[src/rtl/rfc_defines.svh]
/*
 Register offsets, field positions, reset values and codes of the
 converter channel. Assumes byte addresses on a 32-bit AXI4-Lite bus.
*/
`ifndef RFC_DEFINES_SVH
`define RFC_DEFINES_SVH

// ----------------------------------------
// Register byte offsets
// ----------------------------------------
`define RFC_OFS_CLK 8'h00
`define RFC_OFS_CTL 8'h04
`define RFC_OFS_TRG 8'h08
`define RFC_OFS_MC 8'h0c
`define RFC_OFS_TC 8'h10
`define RFC_OFS_INTF 8'h14

// ----------------------------------------
// Field positions
// ----------------------------------------
`define RFC_CLK_SRC_LSB 0
`define RFC_CLK_DIV_LSB 4
`define RFC_CLK_RUN_IN_DEBUG_BIT 8
`define RFC_CTL_EN_BIT 0
`define RFC_CTL_EXT_BIT 1
`define RFC_CTL_MODE_LSB 4
`define RFC_TRG_REF_BIT 0
`define RFC_TRG_SENA_BIT 1
`define RFC_TRG_SENB_BIT 2

// ----------------------------------------
// Reset values and codes
// ----------------------------------------
`define RFC_CLK_RST 32'h0000_0000
`define RFC_CTL_RST 32'h0000_0000
`define RFC_CNT_RST 24'h00_0000
`define RFC_MODE_DC 2'h0
`define RFC_MODE_AC 2'h1
`define RFC_RESP_OKAY 2'h0
`define RFC_RESP_SLVERR 2'h2

`endif

[src/rtl/rfc_pkg.sv]
/*
 Types shared by the converter channel files.
 Assumes the constants of rfc_defines.svh for field positions.
*/
package rfc_pkg;

    typedef enum logic [1:0] {
        ST_IDLE,
        ST_REF,
        ST_SENA,
        ST_SENB
    } rfc_state_e;

    typedef struct packed {
        logic run_in_debug;
        logic [1:0] operating_clock_divide_select;
        logic [1:0] operating_clock_source_select;
    } rfc_clk_s;

    typedef struct packed {
        logic [1:0] oscillation_mode_select;
        logic external_clock_input_enable;
        logic converter_enable;
    } rfc_ctl_s;

    // Order: time-base overflow, meas overflow, sensor B, sensor A, ref
    typedef logic [4:0] rfc_flags_t;

endpackage

[src/rtl/rfc_converter.sv]
/*
 One channel of the resistance-to-frequency converter control: AXI4-Lite
 registers, measurement and time-base counters, sequencing and drives.
 Assumes the analog oscillator, clock sources and pins sit outside and
 arrive asynchronous to clk_i.
*/
// Functional notes
// - Clock source and divide fields set clock
// - Time-base counts only divided operating clock
// - Debug without run bit stops clock
// - Frozen converter holds pins and registers
// - Run bit keeps clock during debug
// - Writing one clears a flag
// - Mode field picks DC or AC
// - DC mode drives two sensors
// - AC mode drives only sensor A
// - External input replaces oscillation clock
// - Channel keeps its own mode settings
// - Presettable 24-bit measurement up counter
// - Presettable 24-bit up/down time-base counter
// - Reference phase counts time-base up
// - Sensor phase counts down, stops at zero
// - Saved time-base preset is accepted
// - Measurement overflow cancels sensor phase
// - Reference overflow stops with flag
// - Sensor zero stops with done flag
// - Writing zero aborts, counters held
// - DC-only channel ignores AC mode
`timescale 1ns/10ps
`include "rfc_defines.svh"
module rfc_converter #(
    parameter int CNT_W = 24,
    parameter bit DC_ONLY = 1'b0
) (
    input wire logic clk_i,
    input wire logic resetn_i,
    input wire logic [7:0] s_axi_awaddr_i,
    input wire logic s_axi_awvalid_i,
    output logic s_axi_awready_o,
    input wire logic [31:0] s_axi_wdata_i,
    input wire logic [3:0] s_axi_wstrb_i,
    input wire logic s_axi_wvalid_i,
    output logic s_axi_wready_o,
    output logic [1:0] s_axi_bresp_o,
    output logic s_axi_bvalid_o,
    input wire logic s_axi_bready_i,
    input wire logic [7:0] s_axi_araddr_i,
    input wire logic s_axi_arvalid_i,
    output logic s_axi_arready_o,
    output logic [31:0] s_axi_rdata_o,
    output logic [1:0] s_axi_rresp_o,
    output logic s_axi_rvalid_o,
    input wire logic s_axi_rready_i,
    input wire logic debug_mode_i,
    input wire logic [3:0] op_clock_sources_i,
    input wire logic cr_oscillation_clock_i,
    input wire logic oscillation_input_pin_i,
    output logic reference_drive_pin_oe_o,
    output logic sensor_a_drive_pin_oe_o,
    output logic sensor_b_drive_pin_oe_o,
    output logic ac_drive_o,
    output logic oscillation_monitor_output_o
);

    // ----------------------------------------
    // Pin synchronisers
    // ----------------------------------------
    wire [5:0] async_in = {oscillation_input_pin_i, cr_oscillation_clock_i,
                           op_clock_sources_i};
    logic [5:0] sync1_q;
    logic [5:0] sync2_q;

    genvar gi;
    generate
        for (gi = 0; gi < 6; gi++) begin : g_sync
            always_ff @(posedge clk_i) begin
                if (!resetn_i) begin
                    sync1_q[gi] <= 1'b0;
                    sync2_q[gi] <= 1'b0;
                end else begin
                    sync1_q[gi] <= async_in[gi];
                    sync2_q[gi] <= sync1_q[gi];
                end
            end
        end
    endgenerate

    // ----------------------------------------
    // Registers
    // ----------------------------------------
    rfc_pkg::rfc_clk_s clk_q;
    rfc_pkg::rfc_ctl_s ctl_q;
    rfc_pkg::rfc_state_e state_q;
    rfc_pkg::rfc_state_e state_d;
    rfc_pkg::rfc_flags_t flags_q;
    rfc_pkg::rfc_flags_t flags_d;
    logic [CNT_W-1:0] mc_q;
    logic [CNT_W-1:0] mc_d;
    logic [CNT_W-1:0] tc_q;
    logic [CNT_W-1:0] tc_d;
    logic op_prev_q;
    logic osc_prev_q;

    // ----------------------------------------
    // Clock selection and gating
    // ----------------------------------------
    // source then divider
    wire op_lvl = sync2_q[clk_q.operating_clock_source_select];
    wire op_edge = op_lvl & ~op_prev_q;
    wire osc_lvl = ctl_q.external_clock_input_enable ? sync2_q[5] : sync2_q[4];
    wire osc_edge = osc_lvl & ~osc_prev_q;
    // gate in debug, run bit overrides
    wire freeze = debug_mode_i & ~clk_q.run_in_debug;
    wire tc_tick;

    rfc_tick_div u_div (
        .clk_i(clk_i),
        .resetn_i(resetn_i),
        .edge_i(op_edge),
        .run_i(~freeze),
        .div_sel_i(clk_q.operating_clock_divide_select),
        .tick_o(tc_tick)
    );

    // ----------------------------------------
    // Bus slave
    // ----------------------------------------
    logic awready_q;
    logic wready_q;
    logic bvalid_q;
    logic [1:0] bresp_q;
    logic arready_q;
    logic rvalid_q;
    logic [31:0] rdata_q;
    logic [1:0] rresp_q;
    logic [7:0] waddr_q;
    logic [31:0] wdata_q;
    logic [3:0] wstrb_q;

    wire aw_hs = s_axi_awvalid_i & awready_q;
    wire w_hs = s_axi_wvalid_i & wready_q;
    wire ar_hs = s_axi_arvalid_i & arready_q;
    wire wr_fire = ~awready_q & ~wready_q & ~bvalid_q;
    wire [31:0] wmask = {{8{wstrb_q[3]}}, {8{wstrb_q[2]}},
                         {8{wstrb_q[1]}}, {8{wstrb_q[0]}}};
    wire wr_clk = wr_fire & (waddr_q == `RFC_OFS_CLK);
    wire wr_ctl = wr_fire & (waddr_q == `RFC_OFS_CTL);
    wire wr_trg = wr_fire & (waddr_q == `RFC_OFS_TRG);
    wire wr_mc = wr_fire & (waddr_q == `RFC_OFS_MC);
    wire wr_tc = wr_fire & (waddr_q == `RFC_OFS_TC);
    wire wr_intf = wr_fire & (waddr_q == `RFC_OFS_INTF);
    wire w_map = wr_clk | wr_ctl | wr_trg | wr_mc | wr_tc | wr_intf;

    wire [31:0] clk_rd = 32'(clk_q.operating_clock_source_select)
        << `RFC_CLK_SRC_LSB
        | 32'(clk_q.operating_clock_divide_select) << `RFC_CLK_DIV_LSB
        | 32'(clk_q.run_in_debug) << `RFC_CLK_RUN_IN_DEBUG_BIT;
    wire [31:0] ctl_rd = 32'(ctl_q.converter_enable) << `RFC_CTL_EN_BIT
        | 32'(ctl_q.external_clock_input_enable) << `RFC_CTL_EXT_BIT
        | 32'(ctl_q.oscillation_mode_select) << `RFC_CTL_MODE_LSB;
    wire [31:0] trg_rd = 32'(state_q == rfc_pkg::ST_REF) << `RFC_TRG_REF_BIT
        | 32'(state_q == rfc_pkg::ST_SENA) << `RFC_TRG_SENA_BIT
        | 32'(state_q == rfc_pkg::ST_SENB) << `RFC_TRG_SENB_BIT;
    wire [31:0] clk_wr = (clk_rd & ~wmask) | (wdata_q & wmask);
    wire [31:0] ctl_wr = (ctl_rd & ~wmask) | (wdata_q & wmask);
    wire [31:0] trg_wr = (trg_rd & ~wmask) | (wdata_q & wmask);
    wire [31:0] mc_wr = (32'(mc_q) & ~wmask) | (wdata_q & wmask);
    wire [31:0] tc_wr = (32'(tc_q) & ~wmask) | (wdata_q & wmask);
    wire [4:0] clr = wr_intf ? 5'(wdata_q & wmask) : 5'h00;

    wire [7:0] ra = s_axi_araddr_i;
    wire r_map = (ra == `RFC_OFS_CLK) | (ra == `RFC_OFS_CTL)
        | (ra == `RFC_OFS_TRG) | (ra == `RFC_OFS_MC)
        | (ra == `RFC_OFS_TC) | (ra == `RFC_OFS_INTF);
    wire [31:0] rd_mux = (ra == `RFC_OFS_CLK) ? clk_rd
        : (ra == `RFC_OFS_CTL) ? ctl_rd
        : (ra == `RFC_OFS_TRG) ? trg_rd
        : (ra == `RFC_OFS_MC) ? 32'(mc_q)
        : (ra == `RFC_OFS_TC) ? 32'(tc_q)
        : (ra == `RFC_OFS_INTF) ? 32'(flags_q) : 32'h0000_0000;

    always_ff @(posedge clk_i) begin
        if (!resetn_i) begin
            awready_q <= 1'b1;
            wready_q <= 1'b1;
            bvalid_q <= 1'b0;
            bresp_q <= `RFC_RESP_OKAY;
            waddr_q <= 8'h00;
            wdata_q <= 32'h0000_0000;
            wstrb_q <= 4'h0;
        end else begin
            if (aw_hs) begin
                awready_q <= 1'b0;
                waddr_q <= s_axi_awaddr_i;
            end
            if (w_hs) begin
                wready_q <= 1'b0;
                wdata_q <= s_axi_wdata_i;
                wstrb_q <= s_axi_wstrb_i;
            end
            if (wr_fire) begin
                bvalid_q <= 1'b1;
                bresp_q <= w_map ? `RFC_RESP_OKAY : `RFC_RESP_SLVERR;
            end else if (bvalid_q && s_axi_bready_i) begin
                bvalid_q <= 1'b0;
                awready_q <= 1'b1;
                wready_q <= 1'b1;
            end
        end
    end

    always_ff @(posedge clk_i) begin
        if (!resetn_i) begin
            arready_q <= 1'b1;
            rvalid_q <= 1'b0;
            rdata_q <= 32'h0000_0000;
            rresp_q <= `RFC_RESP_OKAY;
        end else if (ar_hs) begin
            arready_q <= 1'b0;
            rvalid_q <= 1'b1;
            rdata_q <= rd_mux;
            rresp_q <= r_map ? `RFC_RESP_OKAY : `RFC_RESP_SLVERR;
        end else if (rvalid_q && s_axi_rready_i) begin
            rvalid_q <= 1'b0;
            arready_q <= 1'b1;
        end
    end

    // ----------------------------------------
    // Sequencer
    // ----------------------------------------
    // DC-only channel, mode field, other codes act as DC
    wire ac_mode = ~DC_ONLY
        & (ctl_q.oscillation_mode_select == `RFC_MODE_AC);
    wire is_ref = state_q == rfc_pkg::ST_REF;
    wire is_sens = (state_q == rfc_pkg::ST_SENA)
        | (state_q == rfc_pkg::ST_SENB);
    wire active = is_ref | is_sens;
    wire mc_inc = active & osc_edge & ~freeze;
    wire mc_wrap = mc_inc & (&mc_q);
    wire tc_wrap = is_ref & tc_tick & (&tc_q);
    // zero reached or preset already zero
    wire tc_zero = is_sens & ~freeze
        & ((tc_q == '0) | (tc_tick & (tc_q == CNT_W'(1))));
    // abort when the running start bit is written zero
    wire abort = wr_trg & ((is_ref & ~trg_wr[`RFC_TRG_REF_BIT])
        | ((state_q == rfc_pkg::ST_SENA) & ~trg_wr[`RFC_TRG_SENA_BIT])
        | ((state_q == rfc_pkg::ST_SENB) & ~trg_wr[`RFC_TRG_SENB_BIT]));

    always_comb begin
        state_d = state_q;
        unique case (state_q)
            rfc_pkg::ST_IDLE: begin
                // start takes effect at the next clk_i edge
                if (wr_trg && ctl_q.converter_enable) begin
                    if (trg_wr[`RFC_TRG_REF_BIT]) begin
                        state_d = rfc_pkg::ST_REF;
                    end else if (trg_wr[`RFC_TRG_SENA_BIT]) begin
                        state_d = rfc_pkg::ST_SENA;
                    // sensor B refused in AC mode
                    end else if (trg_wr[`RFC_TRG_SENB_BIT] && !ac_mode) begin
                        state_d = rfc_pkg::ST_SENB;
                    end
                end
            end
            rfc_pkg::ST_REF: begin
                if (abort || mc_wrap || tc_wrap) begin
                    state_d = rfc_pkg::ST_IDLE;
                end
            end
            rfc_pkg::ST_SENA, rfc_pkg::ST_SENB: begin
                if (abort || mc_wrap || tc_zero) begin
                    state_d = rfc_pkg::ST_IDLE;
                end
            end
        endcase
    end

    // flag sources; overflow wins over zero
    wire [4:0] set = {tc_wrap, is_sens & mc_wrap,
        (state_q == rfc_pkg::ST_SENB) & tc_zero & ~mc_wrap,
        (state_q == rfc_pkg::ST_SENA) & tc_zero & ~mc_wrap,
        is_ref & mc_wrap};
    // write one clears, a same-cycle set wins
    assign flags_d = (flags_q & ~clr) | set;

    assign mc_d = wr_mc ? mc_wr[CNT_W-1:0] : (mc_inc ? mc_q + 1'b1 : mc_q);
    // time-base moves only on the divided tick
    assign tc_d = wr_tc ? tc_wr[CNT_W-1:0]
        : (is_ref & tc_tick) ? tc_q + 1'b1
        : (is_sens & tc_tick & (tc_q != '0)) ? tc_q - 1'b1 : tc_q;

    // freeze holds state, counters and pins
    always_ff @(posedge clk_i) begin
        if (!resetn_i) begin
            state_q <= rfc_pkg::ST_IDLE;
            flags_q <= 5'h00;
            mc_q <= `RFC_CNT_RST;
            tc_q <= `RFC_CNT_RST;
        end else begin
            state_q <= freeze ? state_q : state_d;
            flags_q <= flags_d;
            mc_q <= mc_d;
            tc_q <= tc_d;
        end
    end

    always_ff @(posedge clk_i) begin
        if (!resetn_i) begin
            clk_q <= 5'(`RFC_CLK_RST);
            ctl_q <= 4'(`RFC_CTL_RST);
            op_prev_q <= 1'b0;
            osc_prev_q <= 1'b0;
        end else begin
            op_prev_q <= op_lvl;
            osc_prev_q <= osc_lvl;
            if (wr_clk) begin
                clk_q.operating_clock_source_select <= clk_wr[1:0];
                clk_q.operating_clock_divide_select <= clk_wr[5:4];
                clk_q.run_in_debug <= clk_wr[`RFC_CLK_RUN_IN_DEBUG_BIT];
            end
            if (wr_ctl) begin
                ctl_q.converter_enable <= ctl_wr[`RFC_CTL_EN_BIT];
                ctl_q.external_clock_input_enable <= ctl_wr[`RFC_CTL_EXT_BIT];
                ctl_q.oscillation_mode_select <= ctl_wr[5:4];
            end
        end
    end

    // ----------------------------------------
    // Pin drives
    // ----------------------------------------
    logic ref_oe_q;
    logic sena_oe_q;
    logic senb_oe_q;
    logic ac_q;
    logic mon_q;

    // drive enables follow the phase; frozen state holds them
    always_ff @(posedge clk_i) begin
        if (!resetn_i) begin
            ref_oe_q <= 1'b0;
            sena_oe_q <= 1'b0;
            senb_oe_q <= 1'b0;
            ac_q <= 1'b0;
            mon_q <= 1'b0;
        end else if (!freeze) begin
            ref_oe_q <= state_d == rfc_pkg::ST_REF;
            sena_oe_q <= state_d == rfc_pkg::ST_SENA;
            senb_oe_q <= state_d == rfc_pkg::ST_SENB;
            ac_q <= ac_mode;
            mon_q <= active & osc_lvl;
        end
    end

    assign s_axi_awready_o = awready_q;
    assign s_axi_wready_o = wready_q;
    assign s_axi_bvalid_o = bvalid_q;
    assign s_axi_bresp_o = bresp_q;
    assign s_axi_arready_o = arready_q;
    assign s_axi_rvalid_o = rvalid_q;
    assign s_axi_rdata_o = rdata_q;
    assign s_axi_rresp_o = rresp_q;
    assign reference_drive_pin_oe_o = ref_oe_q;
    assign sensor_a_drive_pin_oe_o = sena_oe_q;
    assign sensor_b_drive_pin_oe_o = senb_oe_q;
    assign ac_drive_o = ac_q;
    assign oscillation_monitor_output_o = mon_q;

    // ----------------------------------------
    // Assertions
    // ----------------------------------------
    a_ref_done_stop: assert property (
        @(posedge clk_i) disable iff (!resetn_i)
        is_ref && mc_wrap && !freeze |=> state_q == rfc_pkg::ST_IDLE && flags_q[0]
    ) else $error("reference overflow did not finish");

    a_tc_ovf_flag: assert property (
        @(posedge clk_i) disable iff (!resetn_i)
        tc_wrap && !wr_tc |=> flags_q[4] && tc_q == '0
    ) else $error("time-base overflow not flagged");

    a_sens_zero_done: assert property (
        @(posedge clk_i) disable iff (!resetn_i)
        state_q == rfc_pkg::ST_SENA && tc_zero && !mc_wrap
        |=> flags_q[1] && state_q == rfc_pkg::ST_IDLE
    ) else $error("sensor A zero not completed");

    a_sens_mc_cancel: assert property (
        @(posedge clk_i) disable iff (!resetn_i)
        is_sens && mc_wrap |-> set[2:1] == 2'h0
            ##1 (flags_q[3] && state_q == rfc_pkg::ST_IDLE)
    ) else $error("sensor overflow not cancelled");

    a_freeze_hold: assert property (
        @(posedge clk_i) disable iff (!resetn_i)
        freeze && !wr_mc && !wr_tc |=> $stable(mc_q) && $stable(tc_q)
            && $stable(state_q) && $stable(reference_drive_pin_oe_o)
    ) else $error("frozen converter changed");

    a_tc_tick_only: assert property (
        @(posedge clk_i) disable iff (!resetn_i)
        !wr_tc && !tc_tick |=> $stable(tc_q)
    ) else $error("time-base moved without tick");

    a_flag_set_wins: assert property (
        @(posedge clk_i) disable iff (!resetn_i)
        set[0] && clr[0] |=> flags_q[0]
    ) else $error("clear beat a set");

    a_ac_no_b: assert property (
        @(posedge clk_i) disable iff (!resetn_i)
        state_q == rfc_pkg::ST_IDLE && wr_trg && ac_mode
            && trg_wr[2:0] == 3'h4 |=> state_q == rfc_pkg::ST_IDLE
    ) else $error("sensor B started in AC mode");

    a_ext_count: assert property (
        @(posedge clk_i) disable iff (!resetn_i)
        active && !freeze && ctl_q.external_clock_input_enable
            && sync2_q[5] && !osc_prev_q && !wr_mc
        |=> mc_q == $past(mc_q) + 1'b1
    ) else $error("external edge not counted");

    a_abort_idle: assert property (
        @(posedge clk_i) disable iff (!resetn_i)
        abort && !freeze |=> state_q == rfc_pkg::ST_IDLE
    ) else $error("abort did not stop");

endmodule

[src/rtl/rfc_tick_div.sv]
/*
 Divider of the time-base operating clock: one tick out per 1, 2, 4
 or 8 selected source edges. Assumes edges arrive as one-cycle pulses
 already synchronised to clk_i.
*/
`timescale 1ns/10ps
module rfc_tick_div (
    input wire logic clk_i,
    input wire logic resetn_i,
    input wire logic edge_i,
    input wire logic run_i,
    input wire logic [1:0] div_sel_i,
    output logic tick_o
);

    logic [2:0] cnt_q;
    logic [2:0] cnt_d;
    wire [2:0] limit = 3'((4'h1 << div_sel_i) - 4'h1);
    wire step = edge_i & run_i;
    wire at_limit = cnt_q >= limit;

    assign cnt_d = !step ? cnt_q : (at_limit ? 3'h0 : cnt_q + 3'h1);

    always_ff @(posedge clk_i) begin
        if (!resetn_i) begin
            cnt_q <= 3'h0;
        end else begin
            cnt_q <= cnt_d;
        end
    end

    // Combinational so the tick lines up with the source edge
    assign tick_o = step & at_limit;

endmodule

[config.mk]
export PLATFORM = sky130hd
export DESIGN_NAME = rfc_converter
export DESIGN_NICKNAME = d
export VERILOG_FILES = /design/src/rtl/rfc_pkg.sv /design/src/rtl/rfc_converter.sv /design/src/rtl/rfc_tick_div.sv
export VERILOG_INCLUDE_DIRS = /design/src /design/src/rtl
export SDC_FILE = /design/constraint.sdc
export NUM_CORES = 1
export LEC_CHECK = 0
export ABC_CLOCK_PERIOD_IN_PS = 2800
export BUFFER_PORTS_ARGS = -buffer_cell sky130_fd_sc_hd__buf_2
export CORE_ASPECT_RATIO = 1.2
export CORE_MARGIN = 2
export CORE_UTILIZATION = 45
export CTS_CLUSTER_SIZE = 8
export DETAILED_ROUTE_END_ITERATION = 8
export GPL_TIMING_DRIVEN = 1
export PLACE_DENSITY = 0.65
export SLEW_MARGIN = 20
export SYNTH_ARGS = -nofsm -noshare
export SYNTH_HDL_FRONTEND = slang
export SYNTH_SLANG_ARGS = --single-unit
[constraint.sdc]
create_clock -name clk_i -period 2.8 [get_ports clk_i]
set_input_delay 0.28 -clock clk_i [delete_from_list [all_inputs] [get_ports clk_i]]
set_output_delay 0.28 -clock clk_i [all_outputs]
set_load 0.05 [all_outputs]
==> out/results.ini <==
[clock_tree]
clk_pin_slew_ns=0.07
clock_latency_ns=0.43
cts_hold_buffers=0
cts.sinks=152
ctsLongestPathBuffers=2
cts_resized=0
cts-htree-levels=4
cts_buffers=17
post_cts_buffers=0
cts_tree=done
cts_root_buf=clkbuf_16

[floorplan]
dieArea_sq_mm=0.0187
die_h_um=149
die_w_um=125
rows=53
pin_count=112
initial_core_util=0.455
core_area_sq_mm=0.0174

[setup_path]
reg2reg_depth=9
arrival_ns=2.98
crit_path_max_fanout=17
crit_required_ns=3.15
endpoint_kind=flop
path_class=flop to flop
cp-start-kind=flop

[job]
drv_cap=0

[finish]
layout-drive-gt1-share=0.170
postLayoutCellArea_sq_mm=0.00926
n_antenna_cell=0
num-nets-final=1170
final_common_cell=dfxtp_1
area_growth_pct=17.1
mostFrequentLayoutCells=dfxtp_1, nand2_1, nor2_1, buf_2, a21oi_1

[yosys]
ys_types=70
postSynthAreaPerCell_sq_um=7.78
syn_inst=1016
synth_seq_area_share=0.385
synthFlopType=dfxtp_1
synth_seq_cells=152
syn-cell-area_sq_mm=0.00791
synth_top_area_frac=0.385
yosys.area.top_type=dfxtp_1
yosysWarnings=0
synth_edf_count=0
ys_async_sr_fraction=0
synthTopCellsByArea=dfxtp_1, nand2_1, mux2i_1

[route]
wl_per_cell_um=17.9
drt_iter0_markers=750
dr.pass1.iters=5
totalWireLength_mm=23.8
postRouteAntennaNets=0
route.detailed.drc=0
viasPerCell=5.85
num_vias=7772

[sta]
post-route-period-util=0.941
fmax_ghz=0.379
worst_pin_slew_ns=0.932
finalHoldViolations=0
slew_violations=0
slew-limit-headroom=0.379
final.setup.worst_slack_ns=0.165
fin_setup_tns_ns=0
fin_skew_ns=0.00944
rsz0062_at_grt=no
finalCriticalPeriod_ns=2.64
setup_viol=0

[pwr]
finalPower_mw=5.11
leakagePower_nw=3.63
cellPowerDensity_mw_per_mm2=552
peakVddDrop_mv=0.397

[global_routing]
grt_pass1_vias=7244
grt_start_max_net_pins=65
grt_pass1_wl_mm=38.1
track_usage=0.256
antenna_found_initial=0
gr-total-overflow=0

[placement]
dpl_cell_area_sq_mm=0.00866
portBuffers=92
pre_cts_ws_ns=0.210
place.gp.congestion=0.916
hpwl_mm=17.2

[run_status]
status=complete, no violations

[worst_hold_path]
whs_path_depth=2
hp-class=primary input to flop

==> power breakdown <==
part / leakage, nW / switching (mW) / total, mW / internal (mW)
Combinational: 2.10 / 0.316 / 0.473 / 0.158
Clock: 0.290 / 0.967 / 2.35 / 1.38
Sequential: 1.24 / 0.0688 / 2.29 / 2.22
Total: 3.63 / 1.35 / 5.11 / 3.76
==> through the flow <==
step | hold slack (ns) | util | std cells
finish | 0.0486 | 0.533 | 1328
global route | 0.0495 | 0.533 | 1328
CTS | 0.0372 | 0.533 | 1328
detailed placement | 0.420 | 0.498 | 1296
global placement | 0.413 | 0.498 | 1296
floorplan | 0.380 | - | 1025
==> kinds of logic (layout without fill, tap and decap cells) <==
| logic type | count (synthesis) | after routing | share of synthesized area |
|---|---|---|---|
| other | 1 | 10 | 0.000474 |
| multiplexers | 51 | 51 | 0.0672 |
| AND/OR/NAND/NOR | 465 | 465 | 0.288 |
| adder cells (fa/ha/maj) | 9 | 9 | 0.0142 |
| buffers and inverters | 104 | 187 | 0.0584 |
| flip-flops | 152 | 152 | 0.385 |
| XOR/XNOR | 5 | 5 | 0.00554 |
| AO/OA/AOI/OAI | 229 | 229 | 0.181 |
==> Yosys cell counts (6+ instances only) <==
| cell | number |
|---|---|
| inv_1 | 19 |
| buf_4 | 10 |
| nand2_1 | 130 |
| a31oi_1 | 8 |
| nor3_1 | 42 |
| or4_1 | 6 |
| nand3_1 | 64 |
| buf_1 | 9 |
| mux2i_1 | 43 |
| a211oi_1 | 16 |
| a21oi_1 | 85 |
| a22oi_1 | 8 |
| o21ai_0 | 45 |
| nand4_1 | 19 |
| mux2_2 | 7 |
| buf_2 | 9 |
| nor4_1 | 15 |
| and2_1 | 25 |
| clkbuf_1 | 54 |
| nor2_1 | 98 |
| a311oi_1 | 9 |
| dfxtp_1 | 152 |
| and3_1 | 18 |
| a2bb2oi_1 | 13 |
| ha_1 | 9 |
| o22ai_1 | 6 |
| nor2b_1 | 7 |
| nand2b_1 | 6 |
| or3_1 | 12 |
| a221oi_1 | 7 |
==> layout make-up <==
type                    count  area, sq um
fillers                  1741         8110
multi-input cells         769         4450
flip-flops and latches    152         3040
repair buffers            136          828
clock buffers              21          460
well taps                 220          275
clock inverters            11          134
inverters                  19         72.6
==> metal layers <==
metal | share of wire | GRT usage | wire [um] | vias up
li1 | - | - | - | 3800
met1 | 0.44 | 0.351 | 10500 | 3614
met2 | 0.46 | 0.398 | 10900 | 312
met3 | 0.072 | 0.0452 | 1710 | 46
met4 | 0.029 | 0.110 | 686 | 0
met5 | 0 | 0 | 0 | -
==> critical path, cell delays in order, from the launching register on <==
cell,delay [ns]
dfxtp_1,0.35
or2_2,0.30
ha_1,0.28
nor2b_1,0.05
o21a_1,0.24
nor3_1,0.36
and2_4,0.34
o21ai_0,0.17
or3_1,0.33
a31oi_1,0.12
==> final timing paths <==
path             startpoint              to  slack [ns]
min reg2reg      sync1_q[3]      sync2_q[3]        0.43
min          s_axi_wvalid_i  s_axi_wready_o        0.05
max reg2reg            flop            flop        0.16
max                    flop            flop        0.16
(Power assumes the default switching activity.)
